`src/design/cap_cfg_defs.vh`:
```
// Constants for the processor capability register block.
`ifndef CAP_CFG_DEFS_VH
`define CAP_CFG_DEFS_VH
`define CAP_ADDR_W 4
`define CAP_OFS_CAPCFG 4'h0
`define CAP_OFS_STRAPS 4'h4
`define CAP_OFS_MODE 4'h8
`define CAP_BIT_MCU 17
`define CAP_BIT_EXCISA 16
`define CAP_BIT_ISA_HI 15
`define CAP_BIT_ISA_LO 14
`define CAP_BIT_TLREG 13
`define CAP_BIT_SP2 11
`define CAP_BIT_SP 10
`define CAP_BIT_TRACE 8
`define CAP_ISA_BASE_ONLY 2'h0
`define CAP_ISA_COMP_ONLY 2'h1
`define CAP_ISA_BOTH_BASE 2'h2
`define CAP_ISA_BOTH_COMP 2'h3
`define CAP_RST_WORD 32'h00000000
`define CAP_STRAP_WAIT 2'h3
`endif

```
`src/design/strap_sync.v`:
```
// Two-flop synchroniser for the externally driven strap pins.
module strap_sync (
    // Clock and reset.
    input wire clk_i,
    input wire rst_i,
    // Asynchronous pins and their synchronised copy.
    input wire [2:0] async_i,
    output reg [2:0] sync_o
);
    reg [2:0] meta_q;

    // Only the second stage is read by other logic.
    always @(posedge clk_i) begin
        if (rst_i) begin
            meta_q <= 3'h0;
            sync_o <= 3'h0;
        end else begin
            meta_q <= async_i;
            sync_o <= meta_q;
        end
    end
endmodule

```
`src/design/cap_cfg_regs.v`:
```
// Read-only processor capability register with a classic Wishbone slave.
//
// Behaviour
// - Bit 17 reads 1 when the microcontroller extension exists, else 0.
// - Bit 16 gives exception vector instruction set, preset from an external pin.
// - Bits 15:14 give set availability from external pins; 0 base, 1 compressed.
// - Codes 2 and 3 have both sets; reset leaves base or compressed set.
// - Bit 13 reads 1 when the thread-local register exists.
// - Bit 11 reads 1 when signal-processing revision 2 exists.
// - Bit 10 reads 1 when the signal-processing extension exists.
// - Bit 8 reads 1 when the flow trace mechanism exists.
//
// The Wishbone register port and the register offsets are this design's own decisions.
`include "cap_cfg_defs.vh"
module cap_cfg_regs #(
    parameter [0:0] MCU_PRESENT = 1'b1,
    parameter [0:0] THREAD_LOCAL_PRESENT = 1'b1,
    parameter [0:0] SIGPROC_REV2_PRESENT = 1'b0,
    parameter [0:0] SIGPROC_PRESENT = 1'b1,
    parameter [0:0] FLOW_TRACE_PRESENT = 1'b0
) (
    // Clock and reset.
    input wire clk_i,
    input wire rst_i,
    // Wishbone slave.
    input wire cyc_i,
    input wire stb_i,
    input wire we_i,
    input wire [3:0] sel_i,
    input wire [`CAP_ADDR_W-1:0] adr_i,
    input wire [31:0] dat_i,
    output reg [31:0] dat_o,
    output reg ack_o,
    // External strap pins.
    input wire exception_isa_select_i,
    input wire [1:0] instr_set_availability_i,
    // Decoded state towards the core.
    output reg exception_isa_select_o,
    output reg [1:0] instr_set_availability_o,
    output reg reset_isa_compressed_o
);
    wire [2:0] pins_s;
    reg exc_isa_q;
    reg [1:0] isa_q;
    reg latched_q;
    reg mode_q;
    reg [31:0] rd_d;

    strap_sync u_sync (
        .clk_i(clk_i),
        .rst_i(rst_i),
        .async_i({exception_isa_select_i, instr_set_availability_i}),
        .sync_o(pins_s)
    );

    // Straps are caught once after reset release; later pin motion is ignored.
    // The wait of a few cycles lets the synchroniser fill with real pin values.
    reg [1:0] wait_q;
    always @(posedge clk_i) begin
        if (rst_i) begin
            wait_q <= 2'h0;
            latched_q <= 1'b0;
            exc_isa_q <= 1'b0;
            isa_q <= `CAP_ISA_BASE_ONLY;
        end else if (!latched_q) begin
            wait_q <= wait_q + 2'h1;
            if (wait_q == `CAP_STRAP_WAIT) begin
                latched_q <= 1'b1;
                exc_isa_q <= pins_s[2];
                isa_q <= pins_s[1:0];
            end
        end
    end

    // Set that the core runs after reset, from the availability code.
    always @(posedge clk_i) begin
        if (rst_i) begin
            mode_q <= 1'b0;
        end else begin
            case (isa_q)
                `CAP_ISA_BASE_ONLY: mode_q <= 1'b0;
                `CAP_ISA_COMP_ONLY: mode_q <= 1'b1;
                `CAP_ISA_BOTH_BASE: mode_q <= 1'b0;
                default: mode_q <= 1'b1;
            endcase
        end
    end

    // Capability word; reserved bits read zero.
    always @* begin
        rd_d = `CAP_RST_WORD;
        case (adr_i)
            `CAP_OFS_CAPCFG: begin
                rd_d[`CAP_BIT_MCU] = MCU_PRESENT;
                rd_d[`CAP_BIT_EXCISA] = exc_isa_q;
                rd_d[`CAP_BIT_ISA_HI:`CAP_BIT_ISA_LO] = isa_q;
                rd_d[`CAP_BIT_TLREG] = THREAD_LOCAL_PRESENT;
                rd_d[`CAP_BIT_SP2] = SIGPROC_REV2_PRESENT;
                rd_d[`CAP_BIT_SP] = SIGPROC_PRESENT;
                rd_d[`CAP_BIT_TRACE] = FLOW_TRACE_PRESENT;
            end
            `CAP_OFS_STRAPS: rd_d[0] = latched_q;
            `CAP_OFS_MODE: rd_d[0] = mode_q;
            default: rd_d = `CAP_RST_WORD;
        endcase
    end

    // Single-cycle ack; writes are accepted and discarded so nothing changes.
    always @(posedge clk_i) begin
        if (rst_i) begin
            ack_o <= 1'b0;
            dat_o <= 32'h00000000;
        end else begin
            ack_o <= cyc_i & stb_i & ~ack_o;
            dat_o <= (cyc_i & stb_i & ~we_i) ? rd_d : 32'h00000000;
        end
    end

    // Registered copies for the core.
    always @(posedge clk_i) begin
        if (rst_i) begin
            exception_isa_select_o <= 1'b0;
            instr_set_availability_o <= 2'h0;
            reset_isa_compressed_o <= 1'b0;
        end else begin
            exception_isa_select_o <= exc_isa_q;
            instr_set_availability_o <= isa_q;
            reset_isa_compressed_o <= mode_q;
        end
    end
endmodule

```
`config.mk`:
```
export PLATFORM = sky130hd
export DESIGN_NAME = cap_cfg_regs
export DESIGN_NICKNAME = d
export VERILOG_FILES = /design/src/design/strap_sync.v /design/src/design/cap_cfg_regs.v
export VERILOG_INCLUDE_DIRS = /design/src /design/src/design
export SDC_FILE = /design/constraint.sdc
export NUM_CORES = 1
export LEC_CHECK = 0
export ABC_AREA = 1
export BUFFER_PORTS_ARGS = -buffer_cell sky130_fd_sc_hd__buf_2
export CELL_PAD_IN_SITES_DETAIL_PLACEMENT = 1
export CELL_PAD_IN_SITES_GLOBAL_PLACEMENT = 2
export CORE_UTILIZATION = 19
export DETAILED_ROUTE_END_ITERATION = 12
export PLACE_DENSITY_LB_ADDON = 0.1
export SYNTH_ARGS = -nofsm -noshare
export SYNTH_HDL_FRONTEND = slang
export SYNTH_SLANG_ARGS = --single-unit
```
`constraint.sdc`:
```
create_clock -name clk_i -period 1.63 [get_ports clk_i]
set_clock_uncertainty 0.1 [all_clocks]
set_input_delay 0.326 -clock clk_i [delete_from_list [all_inputs] [get_ports clk_i]]
set_output_delay 0.326 -clock clk_i [all_outputs]
set_load 0.05 [all_outputs]
```
# Word level (Yosys, flattened, before mapping)
# Cells that the tools add are included.
# word_totals
elab_cells	39
input_bits	48
register_bits	50
out_inout_bits	37
# classes
addsub	1
n_mux	6
n_eq_ne	4
reduce_logical	6
bitwise	8
# ops
operator	n
5-bit two-way mux	1
1-bit NOT	5
2-bit == test (second input constant)	2
4-bit by 3-bit == test with 1-bit output (second input constant)	1
4-bit == test (second input constant)	1
4-bit logical NOT	1
1-bit two-way mux	4
2-bit OR reduction	2
1-bit bitwise AND	3
3-bit OR reduction	1
2-bit by 1-bit adder with 2-bit output (second input constant)	1
2-bit logical NOT	1
1-bit case mux with 2 select lines	1
2-bit AND reduction	1

# Logic depth before layout (Yosys ltp)
# logic_depth
depth_word	4
depth_mapped	5
depth_no_buf	5

# Modules after synthesis
# A second synthesis with hierarchy kept.
# unflattened
hier_cells	118
area_unflattened_um2	992.2
# by_module_without_submodules
module	instances	cells_per_inst	area_each_um2	seq_area_each_um2
cap_cfg_regs	1	100	827.0	340.3
strap_sync	1	18	165.2	120.1

# Worst setup path after synthesis
# OpenSTA, ideal clock, no wires.
# synth_timing
path_kind	register to output
start	register dat_o[13]
end	output port dat_o[13]
arrival_ps	914
n_path_buf	1
stages_incl_launch_ff	2
t_required_ps	1204
setup_slack_ps	290
path_cell_list	dfxtp_1 -> buf_4
# synth_rtl
item	line	rtl
start: declaration	cap_cfg_regs.v:32	output reg [31:0] dat_o,
start signal: assignment	cap_cfg_regs.v:115	dat_o <= (cyc_i & stb_i & ~we_i) ? rd_d : 32'h00000000;
# No word-level cell between the ends.

# Worst setup path in the final report
# layout_timing
start	register ack_o
end	output port ack_o
# layout_rtl
item	line	rtl
start: declaration	cap_cfg_regs.v:33	output reg ack_o,
start signal: assignment	cap_cfg_regs.v:114	ack_o <= cyc_i & stb_i & ~ack_o;
# No word-level cell between the ends.

==> flow_summary.json <==
{
  "max_cap_violations": 0,
  "synth_commonest_cells": "27 x buf_4, 27 x nor2_1, 23 x dfxtp_1",
  "synth_top_family_by_area": "buffers and inverters",
  "hold_viol": 0,
  "arrival_ns": 0.86,
  "synthCells": 117,
  "clk_pin_slew_worst_paths_ns": 0.08,
  "slowest_delay_ns": 0.34,
  "overflow": 0,
  "cp_slowest_cell": "dfxtp_1",
  "max-vdd-ir-drop_uv": 274,
  "dr.pass1.iters": 4,
  "yosys.area_share.simple_pct": 16.7,
  "crit_fanout": 2,
  "synthTopCellsByArea": "dfxtp_1 48%, buf_4 21%, nor2_1 11%",
  "hpwl_um": 1200,
  "synth_top_cell_by_area": "dfxtp_1",
  "vias": 642,
  "crit_path_start_kind": "register",
  "hp-class": "input port to register",
  "avgSynthCellArea_um2": 8.14,
  "hold_depth": 3,
  "io_pins": 85,
  "hold_buffers": 0,
  "final_core_util_pct": 22.7,
  "synth_edf_count": 0,
  "die_h_um": 72.8,
  "setup_viol": 0,
  "root_buffer": "clkbuf_8",
  "drive_gt1_share_pct": 24.1,
  "cp.depth": 1,
  "leakage_uw": 0.000575,
  "drc_errors": 0,
  "port_buffers": 23,
  "core_mm2": 0.00479,
  "end_kind": "output pin",
  "yosysWarnings": 0,
  "synthMuxAreaShare_pct": 0,
  "numCtsBuffers": 3,
  "ant_nets": 0,
  "async_flop_share_pct": 0,
  "yosys.area.top_type_share_pct": 48.4,
  "cts_tree": "yes",
  "via_per_inst": 3.09,
  "drt_iter0_markers": 7,
  "start_util_pct": 19.9,
  "wl_um": 1540,
  "diodes": 0,
  "n_fill_cell": 596,
  "syn2layout_area_growth_pct": 14.1,
  "gr-usage-all-layers_pct": 6.16,
  "status": "completed",
  "path_delay_family": "flip-flops",
  "synth_adder_area_share_pct": 1.31,
  "max-clock-path-buffers": 2,
  "ff2ff_setup_slack_ns": 0.59,
  "syn_area_um2": 952,
  "post_cts_buffers": 0,
  "h-tree-depth": 1,
  "ys_ff_latch": 23,
  "rsz0062_at_grt": "false",
  "path_buf_inv": 1,
  "clock_latency_ns": 0.26,
  "clock_sinks": 23,
  "p_total_uw": 1250,
  "grt_pass1_vias": 546,
  "cp.required_ns": 1.20,
  "ys_types": 15,
  "dpl_worst_slack_ns": 0.537,
  "antenna_found_initial": 0,
  "fmax_mhz": 775,
  "cp_cell_sequence": "buf_2",
  "worst-setup-path-type": "register to output pin",
  "power.density_mw_per_mm2": 1150,
  "fin_tns_setup_ns": 0,
  "synth-xor-area-share_pct": 0.920,
  "slew_violations": 0,
  "die-area_mm2": 0.00530,
  "place_congestion": 0.647,
  "grt_max_degree": 15,
  "drt-wirelength-per-cell_um": 7.40,
  "period_needed_ns": 1.29,
  "die_w_um": 72.8,
  "synth_flop_cell": "dfxtp_1",
  "r2r_cells": 5,
  "fin_crit_sh_pct": 79.2,
  "synth-compound-area-share_pct": 2.63,
  "ctsResizeCount": 0,
  "grt_first_pass_wirelength_um": 2360,
  "nNetsFinal": 191,
  "fp-row-count": 25,
  "ys_seq_area_share_pct": 48.4,
  "worst_slack_ns": 0.339
}
state kept, by name, indices dropped and copies added, names as in the netlist:
name,cells
u_sync.sync_o,3
exception_isa_select_o,1
mode_q,1
reset_isa_compressed_o,1
dat_o,5
u_sync.meta_q,3
wait_q,2
instr_set_availability_o,2
ack_o,1
isa_q,2
latched_q,1
exc_isa_q,1
worst min-delay path: stages:
cell and delay (ns):
buf_2 0.09, inv_1 0.04, nor2_1 0.03
layer usage:
layer  wire length (um)  GRT usage (%)  vias to the layer above
met1                637           6.77                      269
met2                717           9.87                       35
met3                141           1.66                        5
li1                   -              -                      333
met5                  0              0                        -
met4                 44           5.23                        0
placed cells by master, fill, tap and decap left out, drive strengths merged:
master,synthesis,layout
inv,20,20
nor3,1,1
conb,1,25
ha,1,1
o21ai,5,5
dfxtp,23,23
buf,28,24
xor2,1,1
nor2,28,28
nand2,9,9
clkbuf,0,4
stage by stage:
| stage | cell area, um2 | std cells | hold slack (ns) |
|---|---|---|---|
| detailed placement | 1040 | 204 | 0.301 |
| floorplan | 1040 | 141 | 0.288 |
| CTS | 1090 | 208 | 0.152 |
| global route | 1090 | 208 | 0.170 |
| global placement | 1040 | 204 | 0.295 |
| finish | 1090 | 208 | 0.160 |
report_power, final:
part	total [uW]	switching (uW)	internal [uW]	leakage, uW
logic	270	217	52.6	0.000365
clock network	352	177	174	0.0000228
registers	626	21.9	604	0.000188
total	1250	417	831	0.000575
worst paths after layout:
check                               from               end
setup / recovery                   ack_o             ack_o
hold / removal    exception_isa_select_i  u_sync.meta_q[2]
setup reg to reg               wait_q[0]         exc_isa_q
hold reg to reg         u_sync.meta_q[0]  u_sync.sync_o[0]
cell families (layout without fill, tap and decap cells):
group	count (synthesis)	in the layout
xor gates and xnor gates	1	1
DFF	23	23
buffers and inverters	48	48
and+or+nand+nor	38	38
AOI/OAI and AO/OA	5	5
other	1	25
adders and majority gates	1	1
final cells by class:
type / instances / area (um2) / share of cell area [%]
timing repair buffer: 24 / 123 / 11.3
multi-input combinational: 70 / 299 / 27.5
sequential: 23 / 460 / 42.4
clock buffer: 4 / 45.0 / 4.15
tap: 67 / 83.8 / 7.72
inverter: 20 / 75.1 / 6.91
Note: power is estimated with default switching activity, not from simulation.
